[config.mk]
export PLATFORM = sky130hd
export DESIGN_NAME = dcf_fifo
export DESIGN_NICKNAME = d
export VERILOG_FILES = /design/src/dcf_pkg.sv /design/src/dcf_fifo.sv /design/src/dcf_store.sv
export SDC_FILE = /design/constraint.sdc
export NUM_CORES = 1
export LEC_CHECK = 0
export ABC_AREA = 0
export BUFFER_PORTS_ARGS = -buffer_cell sky130_fd_sc_hd__buf_4
export CAP_MARGIN = 20
export CORE_ASPECT_RATIO = 0.75
export CORE_MARGIN = 5
export CORE_UTILIZATION = 50
export DETAILED_ROUTE_END_ITERATION = 8
export GPL_ROUTABILITY_DRIVEN = 0
export HOLD_SLACK_MARGIN = 0.15
export PLACE_DENSITY_LB_ADDON = 0.05
export SLEW_MARGIN = 20
export SYNTH_ARGS = -nofsm -noshare
export SYNTH_HDL_FRONTEND = slang
export SYNTH_SLANG_ARGS = --single-unit
[constraint.sdc]
create_clock -name mclk_i -period 3.6 [get_ports mclk_i]
set_input_delay 0.18 -clock mclk_i [delete_from_list [all_inputs] [get_ports mclk_i]]
set_output_delay 0.18 -clock mclk_i [all_outputs]
set_load 0.02 [all_outputs]
[src/dcf_pkg.sv]
// constants, field layouts and types shared by the fifo files
package dcf_pkg;

    // ==========================================================
    // data path
    localparam int DCF_DATA_W = 9;
    localparam int DCF_DEPTH_DEF = 64;
    localparam logic [8:0] DCF_DOUT_RESET = 9'h000;

    // ==========================================================
    // flag offset registers: two bytes each
    localparam int DCF_OFS_BYTE_W = 8;
    localparam int DCF_OFS_W = 16;
    localparam int DCF_OFS_LO_LSB = 0;
    localparam int DCF_OFS_HI_LSB = 8;
    localparam logic [15:0] DCF_OFS_RESET = 16'h0007;

    // ==========================================================
    // offset byte selector, advanced by each load or readback
    typedef enum logic [1:0]
    {
        dcf_sel_empty_lo,
        dcf_sel_empty_hi,
        dcf_sel_full_lo,
        dcf_sel_full_hi
    } dcf_ofs_sel_t;

    localparam dcf_ofs_sel_t DCF_SEL_RESET = dcf_sel_empty_lo;

    // ==========================================================
    // configuration caught while the fifo reset is low
    typedef enum logic
    {
        dcf_mode_prog_flags,
        dcf_mode_dual_enable
    } dcf_mode_t;

    localparam dcf_mode_t DCF_MODE_RESET = dcf_mode_prog_flags;

endpackage

[src/dcf_fifo.sv]
// nine-bit first-in first-out buffer with fixed and programmable flags
//
// Chosen here: the placing of the registers and the plain strobed port.
`timescale 1ns/100ps

module dcf_fifo #(
    parameter int DEPTH = dcf_pkg::DCF_DEPTH_DEF
) (
    // clock, reset, enable
    input wire logic mclk_i,
    input wire logic rst_n_i,
    input wire logic ce_i,
    // fifo control pins
    input wire logic fifo_reset_n_i,
    input wire logic write_enable_primary_n_i,
    input wire logic write_enable_second_or_load_i,
    input wire logic read_enable_a_n_i,
    input wire logic read_enable_b_n_i,
    // data
    input wire logic [dcf_pkg::DCF_DATA_W-1:0] write_data_i,
    output logic [dcf_pkg::DCF_DATA_W-1:0] read_data_o,
    // flags, active low
    output logic full_flag_n_o,
    output logic empty_flag_n_o,
    output logic almost_full_flag_n_o,
    output logic almost_empty_flag_n_o,
    // status
    output logic dual_enable_mode_o,
    output logic write_refused_o,
    output logic read_refused_o,
    output logic [$clog2(DEPTH):0] fill_level_o
);
    import dcf_pkg::*;

    // ==========================================================
    // sizes
    // depth must be a power of two so the pointers wrap by themselves
    localparam int AW = $clog2(DEPTH);
    localparam int CW = AW + 1;
    localparam int CMP_W = DCF_OFS_W + 2;
    localparam logic [CW-1:0] DEPTH_CNT = CW'(DEPTH);
    localparam logic [CMP_W-1:0] DEPTH_CMP = CMP_W'(DEPTH);
    localparam logic [CW-1:0] ONE_CNT = CW'(1);
    localparam logic [AW-1:0] ONE_PTR = AW'(1);

    // ==========================================================
    // reset release
    // the synchroniser runs even with the clock enable low,
    // otherwise a frozen block could never leave reset
    logic rst_meta_q;
    logic rst_sync_n_q;

    always_ff @(posedge mclk_i or negedge rst_n_i)
    begin
        if (!rst_n_i)
        begin
            rst_meta_q <= 1'b0;
            rst_sync_n_q <= 1'b0;
        end
        else
        begin
            rst_meta_q <= 1'b1;
            rst_sync_n_q <= rst_meta_q;
        end
    end

    // ==========================================================
    // state
    dcf_mode_t mode_q;
    dcf_ofs_sel_t sel_q;
    dcf_ofs_sel_t sel_d;
    logic [AW-1:0] wr_ptr_q;
    logic [AW-1:0] rd_ptr_q;
    logic [CW-1:0] count_q;
    logic [CW-1:0] count_d;
    logic [DCF_OFS_W-1:0] empty_ofs_q;
    logic [DCF_OFS_W-1:0] full_ofs_q;
    logic [DCF_DATA_W-1:0] read_data_q;
    logic full_n_q;
    logic empty_n_q;
    logic almost_full_n_q;
    logic almost_empty_n_q;
    logic write_refused_q;
    logic read_refused_q;
    logic [DCF_DATA_W-1:0] store_word;

    // ==========================================================
    // request decode
    logic fifo_rst;
    logic load_active;
    logic wr_req;
    logic rd_req;
    logic is_full;
    logic is_empty;
    logic wr_fifo;
    logic rd_fifo;
    logic ofs_wr;
    logic ofs_rd;

    assign fifo_rst = !fifo_reset_n_i;
    assign is_full = (count_q == DEPTH_CNT);
    assign is_empty = (count_q == '0);

    // low load pin steers both ports to the offset registers
    assign load_active = (mode_q == dcf_mode_prog_flags) && !write_enable_second_or_load_i;

    // same pin term in both modes: second enable high, or load released
    assign wr_req = !write_enable_primary_n_i && write_enable_second_or_load_i;
    assign rd_req = !read_enable_a_n_i && !read_enable_b_n_i;

    assign wr_fifo = !fifo_rst && wr_req && !is_full;
    assign rd_fifo = !fifo_rst && rd_req && !load_active && !is_empty;
    assign ofs_wr = !fifo_rst && load_active && !write_enable_primary_n_i;
    // a simultaneous offset write wins; the readback is dropped at that edge
    assign ofs_rd = !fifo_rst && load_active && rd_req && !ofs_wr;

    // ==========================================================
    // configuration strap
    always_ff @(posedge mclk_i or negedge rst_sync_n_q)
    begin
        if (!rst_sync_n_q)
        begin
            mode_q <= DCF_MODE_RESET;
        end
        else if (ce_i && fifo_rst)
        begin
            if (write_enable_second_or_load_i)
            begin
                mode_q <= dcf_mode_dual_enable;
            end
            else
            begin
                mode_q <= dcf_mode_prog_flags;
            end
        end
    end

    // ==========================================================
    // storage
    dcf_store #(
        .WIDTH(DCF_DATA_W),
        .DEPTH(DEPTH)
    ) u_store (
        .mclk_i(mclk_i),
        .write_i(ce_i && wr_fifo),
        .write_index_i(wr_ptr_q),
        .write_word_i(write_data_i),
        .read_index_i(rd_ptr_q),
        .read_word_o(store_word)
    );

    // ==========================================================
    // pointers
    always_ff @(posedge mclk_i or negedge rst_sync_n_q)
    begin
        if (!rst_sync_n_q)
        begin
            wr_ptr_q <= '0;
            rd_ptr_q <= '0;
        end
        else if (ce_i)
        begin
            if (fifo_rst)
            begin
                wr_ptr_q <= '0;
                rd_ptr_q <= '0;
            end
            else
            begin
                if (wr_fifo)
                begin
                    wr_ptr_q <= wr_ptr_q + ONE_PTR;
                end
                if (rd_fifo)
                begin
                    rd_ptr_q <= rd_ptr_q + ONE_PTR;
                end
            end
        end
    end

    // ==========================================================
    // fill level
    // one clock for both ports, so the level is exact each cycle
    // and needs no pointer crossing
    always_comb
    begin
        count_d = count_q;
        unique case ({wr_fifo, rd_fifo})
            2'b10: count_d = count_q + ONE_CNT;
            2'b01: count_d = count_q - ONE_CNT;
            default: count_d = count_q;
        endcase
    end

    always_ff @(posedge mclk_i or negedge rst_sync_n_q)
    begin
        if (!rst_sync_n_q)
        begin
            count_q <= '0;
        end
        else if (ce_i)
        begin
            if (fifo_rst)
            begin
                count_q <= '0;
            end
            else
            begin
                count_q <= count_d;
            end
        end
    end

    // ==========================================================
    // flags
    logic [CMP_W-1:0] level_cmp;
    logic [CMP_W-1:0] empty_ofs_cmp;
    logic [CMP_W-1:0] full_ofs_cmp;

    assign level_cmp = CMP_W'(count_d);
    assign empty_ofs_cmp = CMP_W'(empty_ofs_q);
    assign full_ofs_cmp = CMP_W'(full_ofs_q);

    // flags are registers fed from the next level, never from
    // combinational pointer compares at the pins
    always_ff @(posedge mclk_i or negedge rst_sync_n_q)
    begin
        if (!rst_sync_n_q)
        begin
            full_n_q <= 1'b1;
            almost_full_n_q <= 1'b1;
            empty_n_q <= 1'b0;
            almost_empty_n_q <= 1'b0;
        end
        else if (ce_i)
        begin
            if (fifo_rst)
            begin
                full_n_q <= 1'b1;
                almost_full_n_q <= 1'b1;
                empty_n_q <= 1'b0;
                almost_empty_n_q <= 1'b0;
            end
            else
            begin
                full_n_q <= (count_d != DEPTH_CNT);
                almost_full_n_q <= ((level_cmp + full_ofs_cmp) < DEPTH_CMP);
                empty_n_q <= (count_d != '0);
                almost_empty_n_q <= (level_cmp > empty_ofs_cmp);
            end
        end
    end

    // ==========================================================
    // offset byte selector
    always_comb
    begin
        sel_d = sel_q;
        unique case (sel_q)
            dcf_sel_empty_lo: sel_d = dcf_sel_empty_hi;
            dcf_sel_empty_hi: sel_d = dcf_sel_full_lo;
            dcf_sel_full_lo: sel_d = dcf_sel_full_hi;
            dcf_sel_full_hi: sel_d = dcf_sel_empty_lo;
        endcase
    end

    // leaving load mode keeps the selector, so a partial load resumes
    always_ff @(posedge mclk_i or negedge rst_sync_n_q)
    begin
        if (!rst_sync_n_q)
        begin
            sel_q <= DCF_SEL_RESET;
        end
        else if (ce_i)
        begin
            if (fifo_rst)
            begin
                sel_q <= DCF_SEL_RESET;
            end
            else if (ofs_wr || ofs_rd)
            begin
                sel_q <= sel_d;
            end
        end
    end

    // ==========================================================
    // offset registers
    logic [DCF_OFS_BYTE_W-1:0] load_byte;

    assign load_byte = write_data_i[DCF_OFS_BYTE_W-1:0];

    always_ff @(posedge mclk_i or negedge rst_sync_n_q)
    begin
        if (!rst_sync_n_q)
        begin
            empty_ofs_q <= DCF_OFS_RESET;
            full_ofs_q <= DCF_OFS_RESET;
        end
        else if (ce_i)
        begin
            if (fifo_rst)
            begin
                empty_ofs_q <= DCF_OFS_RESET;
                full_ofs_q <= DCF_OFS_RESET;
            end
            else if (ofs_wr)
            begin
                unique case (sel_q)
                    dcf_sel_empty_lo:
                        empty_ofs_q[DCF_OFS_LO_LSB +: DCF_OFS_BYTE_W] <= load_byte;
                    dcf_sel_empty_hi:
                        empty_ofs_q[DCF_OFS_HI_LSB +: DCF_OFS_BYTE_W] <= load_byte;
                    dcf_sel_full_lo:
                        full_ofs_q[DCF_OFS_LO_LSB +: DCF_OFS_BYTE_W] <= load_byte;
                    dcf_sel_full_hi:
                        full_ofs_q[DCF_OFS_HI_LSB +: DCF_OFS_BYTE_W] <= load_byte;
                endcase
            end
        end
    end

    // ==========================================================
    // output register
    logic [DCF_OFS_BYTE_W-1:0] readback_byte;

    always_comb
    begin
        readback_byte = '0;
        unique case (sel_q)
            dcf_sel_empty_lo: readback_byte = empty_ofs_q[DCF_OFS_LO_LSB +: DCF_OFS_BYTE_W];
            dcf_sel_empty_hi: readback_byte = empty_ofs_q[DCF_OFS_HI_LSB +: DCF_OFS_BYTE_W];
            dcf_sel_full_lo: readback_byte = full_ofs_q[DCF_OFS_LO_LSB +: DCF_OFS_BYTE_W];
            dcf_sel_full_hi: readback_byte = full_ofs_q[DCF_OFS_HI_LSB +: DCF_OFS_BYTE_W];
        endcase
    end

    always_ff @(posedge mclk_i or negedge rst_sync_n_q)
    begin
        if (!rst_sync_n_q)
        begin
            read_data_q <= DCF_DOUT_RESET;
        end
        else if (ce_i)
        begin
            if (fifo_rst)
            begin
                read_data_q <= DCF_DOUT_RESET;
            end
            else if (rd_fifo)
            begin
                read_data_q <= store_word;
            end
            else if (ofs_rd)
            begin
                read_data_q <= {1'b0, readback_byte};
            end
        end
    end

    // ==========================================================
    // refused access pulses
    // a write into a full fifo or a read from an empty one is
    // dropped; these pulses let the system see the lost beat
    always_ff @(posedge mclk_i or negedge rst_sync_n_q)
    begin
        if (!rst_sync_n_q)
        begin
            write_refused_q <= 1'b0;
            read_refused_q <= 1'b0;
        end
        else if (ce_i)
        begin
            write_refused_q <= !fifo_rst && wr_req && is_full;
            read_refused_q <= !fifo_rst && rd_req && !load_active && is_empty;
        end
    end

    // ==========================================================
    // outputs
    assign read_data_o = read_data_q;
    assign full_flag_n_o = full_n_q;
    assign empty_flag_n_o = empty_n_q;
    assign almost_full_flag_n_o = almost_full_n_q;
    assign almost_empty_flag_n_o = almost_empty_n_q;
    assign dual_enable_mode_o = (mode_q == dcf_mode_dual_enable);
    assign write_refused_o = write_refused_q;
    assign read_refused_o = read_refused_q;
    assign fill_level_o = count_q;

endmodule // dcf_fifo

[src/dcf_store.sv]
// flip-flop storage array of the fifo, one write port and one read index
`timescale 1ns/100ps

module dcf_store #(
    parameter int WIDTH = dcf_pkg::DCF_DATA_W,
    parameter int DEPTH = dcf_pkg::DCF_DEPTH_DEF
) (
    // clock
    input wire logic mclk_i,
    // write port
    input wire logic write_i,
    input wire logic [$clog2(DEPTH)-1:0] write_index_i,
    input wire logic [WIDTH-1:0] write_word_i,
    // read port
    input wire logic [$clog2(DEPTH)-1:0] read_index_i,
    output logic [WIDTH-1:0] read_word_o
);
    import dcf_pkg::*;

    // ==========================================================
    // storage
    // no reset: contents are only read behind a valid write
    logic [WIDTH-1:0] cell_q [DEPTH];

    always_ff @(posedge mclk_i)
    begin
        if (write_i)
        begin
            cell_q[write_index_i] <= write_word_i;
        end
    end

    assign read_word_o = cell_q[read_index_i];

endmodule // dcf_store

== Word level (Yosys, flattened, before mapping) ==
Memories as Yosys holds them, arrays and structs flattened.
Index checks and enable logic that the tools add are counted.

* Reductions and logical operators: 37
* Equality and inequality tests: 16
* Add/sub/neg operators: 5
* Shift-type cells: 0
* Bitwise logic cells: 1
* $mul: 0
* Mux-type cells: 28
* $lt $le $gt $ge: 2
* Divide/modulo/power cells: 0

{| class="wikitable"
|+ Operators with widths
! operator !! count
|-
| 2-to-1 mux 16 bit || 4
|-
| 2-to-1 mux 8 bit || 4
|-
| one-hot mux 8 bit (4 select lines) || 1
|-
| 2-to-1 mux 9 bit || 3
|-
| 2-to-1 mux 6 bit || 4
|-
| adder 7 x 16 -> 17 bit || 1
|-
| less-than comparator 17 x 7 -> 1 bit, second input constant || 1
|-
| greater-than comparator 7 x 16 -> 1 bit || 1
|-
| logical AND 1 bit || 16
|-
| inequality test 2 x 1 -> 1 bit, second input constant || 8
|-
| one-hot mux 7 bit (2 select lines) || 1
|-
| adder 6 x 1 -> 6 bit, second input constant || 2
|-
| AND reduction 3 bit || 4
|-
| zero test 1 bit || 9
|-
| one-hot mux 2 bit (4 select lines) || 1
|-
| AND reduction 2 bit || 4
|-
| adder 7 x 1 -> 7 bit, second input constant || 1
|-
| equality test 7 bit, second input constant || 1
|-
| zero test 7 bit || 1
|-
| 2-to-1 mux 1 bit || 7
|-
| 2-to-1 mux 7 bit || 1
|-
| inequality test 7 bit, second input constant || 1
|-
| nonzero test 7 bit || 1
|-
| subtractor 7 x 1 -> 7 bit, second input constant || 1
|-
| 7 further kinds || 11
|}

* Bits in latches: 0
* Bits in registers: 71
* Memories kept: 1
* Word-level logic and storage cells: 108
* Memory bits (writable): 576
* ROM bits: 0
* Input bits: 17

{| class="wikitable"
|+ Memory list
! name !! words !! width !! rd ports !! clocked after memory_dff !! wr ports !! RTL line !! RTL
|-
| u_store.cell_q || 64 || 9 || 1 || 0 || 1 || dcf_store.sv:23 || <nowiki>logic [WIDTH-1:0] cell_q [DEPTH];</nowiki>
|}

== Longest topological paths before layout ==
* Word-level depth: 10
* Mapped depth: 22

== By module ==
Synthesis repeated with hierarchy kept, for this count alone.

* Cells, all modules: 1448
* Area total of the unflattened synthesis: 26421.6 sq um

{| class="wikitable"
|+ Modules (own cells, without submodules)
! module !! area an instance (sq um) !! times used !! cells each
|-
| dcf_store || 22414.0 || 1 || 1011
|-
| dcf_fifo || 4007.6 || 1 || 437
|}

== Least setup slack after synthesis ==
Ideal clock, no wire load.

* Path kind: flip-flop to flip-flop
* Start point: reg count_q[5] (netlist: fill_level_o[5])
* End point: reg almost_full_n_q (netlist: almost_full_flag_n_o)
* Cell stages (with the launch flop): 23
* Data arrival time: 4755 ps
* Path slack: -1241 ps
* Cell sequence: dfrtp_1 clkbuf_1 nor3_1 and3b_1 nor3_1 ha_1 clkbuf_1 xor2_1 ha_1 a21boi_0 o22ai_1 or4b_1 a31oi_1 xnor2_1 inv_1 ha_1 a21oi_1 o21ai_0 a41oi_1 nor2_1 and3_1 o2111ai_1 o21ai_0

* Cells in the longest elaborated chain, start to end: 8
* Elaborated cells between the ends (all ways): 14
* Those cells by class: add/sub (3); order compare (1); eq/ne (3); mux (2); reduce/logical (5)

{| class="wikitable"
|+ RTL lines
! item !! RTL line !! RTL
|-
| start, declared || dcf_fifo.sv:74 || <nowiki>logic [CW-1:0] count_q;</nowiki>
|-
| start signal, assigned || dcf_fifo.sv:210 || <nowiki>count_q <= count_d;</nowiki>
|-
| branches (longest 4 deep; another with subtractor 7 x 1 -> 7 bit) || -- ||
|-
| one-hot mux 7 bit (2 select lines) (*) || dcf_fifo.sv:189 || <nowiki>unique case ({wr_fifo, rd_fifo})</nowiki>
|-
| adder 7 x 16 -> 17 bit (*) || dcf_fifo.sv:248 || <nowiki>almost_full_n_q <= ((level_cmp + full_ofs_cmp) < DEPTH_CMP);</nowiki>
|-
| less-than comparator 17 x 7 -> 1 bit (*) || dcf_fifo.sv:248 ||
|-
| 2-to-1 mux 1 bit (*) || dcf_fifo.sv:238 || <nowiki>if (fifo_rst)</nowiki>
|-
| end signal, assigned || dcf_fifo.sv:248 ||
|-
| end, declared || dcf_fifo.sv:81 || <nowiki>logic almost_full_n_q;</nowiki>
|}

Every way passes the cells marked *.
A chain may end at the register's enable or synchronous reset.

== Worst setup path in the final report ==
* Start point: reg count_q[3] (netlist: fill_level_o[3])
* End point: reg almost_full_n_q (netlist: almost_full_flag_n_o)

Same word-level chain as after synthesis.

==> impl_metrics.csv <==
group,metric,value,unit
routing,drtAntennaViolNets,0,
yosys,synth_top_cell_area_share,0.659,
critical_path,crit_buf_inv,1,
grt,antenna_found_initial,0,
routing,top_layer_used,"met4",
routing,wl,62500,um
sta,tightest_slew,1.08,ns
yosys,synth_cells,1434,
routing,drt_iter0_markers,1466,
power,cellLeakagePower,9.90,nW
run,max_cap_viol_count,0,
min_path,hold-path-endpoint,"u_store.cell_q[32][7]",
finish,nets,1643,
critical_path,critPathMaxStageDelay,0.55,ns
min_path,hp-start,"write_data_i[7]",
floorplanning,start_util,0.507,
yosys,ys.flop_type,"edfxtp_1",
sta,fin_crit,4.04,ns
finish,n_antenna_cell,0,
routing,met3_length,5350,um
routing,dr.pass1.iters,8,
yosys,synth_cell_types,57,
floorplanning,core,51800,um^2
yosys,syn_nets,1473,
yosys,ys_ff_latch,647,
placement,portBuffers,39,
critical_path,end_kind,"register",
run_status,violations,"setup timing",
critical_path,worstPathRequired,4.14,ns
min_path,hp-class,"input pin to register",
sta,skew,0.0245,ns
critical_path,crit_type,"register to register",
sta,slew_violations,0,
routing,vias_per_cell,5.95,
critical_path,crit_path_top_delay_cell,"or4b_4",
yosys,synth_top_area_cell,"edfxtp_1",
clocking,numClockSinks,647,
clocking,cts_max_level,2,
floorplanning,row_count,72,
finish,final_cell_mix,"edfxtp_1 (576), buf_4 (163), mux4_2 (158)",
yosys,yosys_warnings,0,
grt,grt_pass1_vias,13900,
critical_path,reg2reg_slack,-0.44,ns
critical_path,cp_cell_sequence,"nor3_4 > and3b_2 > nor3_4 > ha_4 > xor2_2 > ha_2 > a21boi_2 > o22ai_2 > or4b_4 > a31oi_4 > xnor2_2 > inv_2 > ha_4 > a21oi_2 > o21ai_1 > a41oi_2 > a31oi_1 > nor2_1 > o2111ai_2 > o21ai_1",
yosys,async_flop_share,0.110,
floorplanning,fp.dieH,208,um
sta,finalSetupViolations,2,
critical_path,reg2reg_depth,20,
sta,fin_tns_setup,-0.752,ns
power,comb_power_share,0.112,
power,sw_frac_of_total,0.238,
yosys,ys_top_cells_by_area,"edfxtp_1 (66%), mux4_2 (14%), dfrtp_1 (6.0%)",
placement,pre_cts_ws,-0.557,ns
sta,max_slew_margin,0.280,
clocking,cts_made_buffers,61,
placement,place_hpwl,38400,um
finish,final_common_cell,"edfxtp_1",
min_path,hold_path_depth,1,
critical_path,crit_family,"compound AO/OA/AOI/OAI gates",
routing,vias,14000,
power,p_sw,3.90,mW
floorplanning,pin_count,40,
yosys,seq_area_frac_synth,0.727,
clocking,clock_latency,0.63,ns
routing,dr_wl_met2,27300,um
finish,post-route-util,0.585,
clocking,cts_buffer_depth,3,
run_status,status,"finished, violations left",
critical_path,start_kind,"register",
floorplanning,die-area,57200,um^2
finish,syn2layout_area_growth,15.5,%
yosys,synth_area,26300,um^2
clocking,cts-root-buf,"clkbuf_16",
critical_path,path_max_fanout,5,
finish,regArea,19100,um^2
sta,finalHoldViolCount,0,
routing,drc,0,
power,p_per_area,540,nW/um^2
sta,fmax,247,MHz
floorplanning,chipWidth,275,um
power,p_clk_frac,0.369,
power,power_frac_seq,0.519,
finish,fill_cells,3923,
yosys,syn_area_per_cell,18.3,um^2
grt,grt_max_degree,67,
finish,drive_gt1_frac,0.281,
power,ir_drop,0.000408,V
sta,min_period_over_period,1.12,
routing,drt-wirelength-per-cell,26.5,um
grt,grt_overflow,0,
grt,grt_usage,0.219,
grt,grt_pass1_wl,92400,um
critical_path,r2r_end,"almost_full_flag_n_o",
sta,rsz0062_at_grt,"yes",
critical_path,r2r-start,"fill_level_o[3]",
clocking,cts_tree,"yes",
finish,multi_input_area,6860,um^2
critical_path,arrival,4.59,ns
clocking,clkTransAtPathRegs,0.06,ns
sta,setup_ws,-0.441,ns
yosys,synth_edf_count,576,
routing,drt-met1-wl,28800,um
power,p_int,12.5,mW
## layer usage
metal,GRT usage,vias to the layer above
met4,0.0442,0
met1,0.351,7362
met2,0.308,489
met3,0.0541,74
li1,-,6101
met5,0,-
## worst max path at each step
stage	start	end	slack (ns)	cells past startpoint
after global routing	fill_level_o[3]	almost_full_flag_n_o	-0.61	20
after CTS	fill_level_o[5]	almost_full_flag_n_o	-0.45	20
after floorplan	fill_level_o[0]	almost_full_flag_n_o	-0.61	22
final	fill_level_o[3]	almost_full_flag_n_o	-0.44	20
after global placement	fill_level_o[0]	almost_full_flag_n_o	-0.43	20
after detailed placement	fill_level_o[0]	almost_full_flag_n_o	-0.56	20
## cell usage after synthesis, drive strengths merged (10+ instances only)
cell	count
dfrtp	63
a21oi	17
nor2b	10
ha	22
buf	38
mux4	158
edfxtp	576
inv	33
a221oi	10
o21ai	71
nor2	99
mux2i	45
nand3	12
o22ai	28
nand2	94
clkbuf	38
nor3	12
## cell type report
class | count | share of cell area
Clock inverter | 34 | 0.00714
Tap cell | 703 | 0.0290
Sequential cell | 647 | 0.630
Inverter | 34 | 0.00421
Multi-Input combinational cell | 677 | 0.226
Timing Repair Buffer | 183 | 0.0496
Clock buffer | 80 | 0.0540
## metrics by stage
stage,hold WS (ns),cells,power [mW],instance area [um^2]
floorplan,-0.116,1434,9.70,26400
global placement,-0.0384,2226,10.4,28200
detailed placement,-0.0358,2226,10.4,28200
CTS,0.153,2356,16.5,30300
global route,0.163,2358,17.0,30300
finish,0.143,2358,16.4,30300
## power by group through the flow
stage / logic (mW) / clock network [mW] / registers [mW]
floorplan: 1.08 / 0 / 8.62
global placement: 1.71 / 0 / 8.65
CTS: 1.81 / 6.18 / 8.49
global route: 1.99 / 6.51 / 8.51
detailed placement: 1.73 / 0 / 8.65
finish: 1.84 / 6.04 / 8.50
## registers in the layout (all words and copies together) (netlist names), 2 cells and up
register / cells
full_ofs_q: 16
sel_q: 2
fill_level_o: 7
read_data_o: 9
rd_ptr_q: 6
u_store.cell_q: 576
empty_ofs_q: 16
wr_ptr_q: 6
## logic make-up (layout without fill, tap and decap cells)
kind of cell	Yosys count	in the layout	synth area share
buf+inv	110	331	0.0186
other cells	1	1	0.000143
fa+ha+maj	22	22	0.0105
xor+xnor	15	15	0.00500
mux	204	204	0.153
compound gates	166	166	0.0397
flops	647	647	0.727
simple gates	269	269	0.0459
## worst reg2reg max path, stage by stage (launching register included)
cell and delay, ns:
dfrtp_2 0.42, nor3_4 0.24, and3b_2 0.25, nor3_4 0.06, ha_4 0.18, xor2_2 0.12, ha_2 0.20, a21boi_2 0.17
o22ai_2 0.09, or4b_4 0.55, a31oi_4 0.19, xnor2_2 0.16, inv_2 0.08, ha_4 0.24, a21oi_2 0.11, o21ai_1 0.09
a41oi_2 0.28, a31oi_1 0.13, nor2_1 0.15, o2111ai_2 0.15, o21ai_1 0.16
## repair_timing
item	in CTS	in global routing
setup buffers	4	2
endpoints found under the hold margin	85	0
gates cloned	0	0
gates resized for setup	14	5
endpoints found under the setup margin	2	4
pin swaps	13	12
hold buffers	12	0
Power figures use the tool's default switching activity.
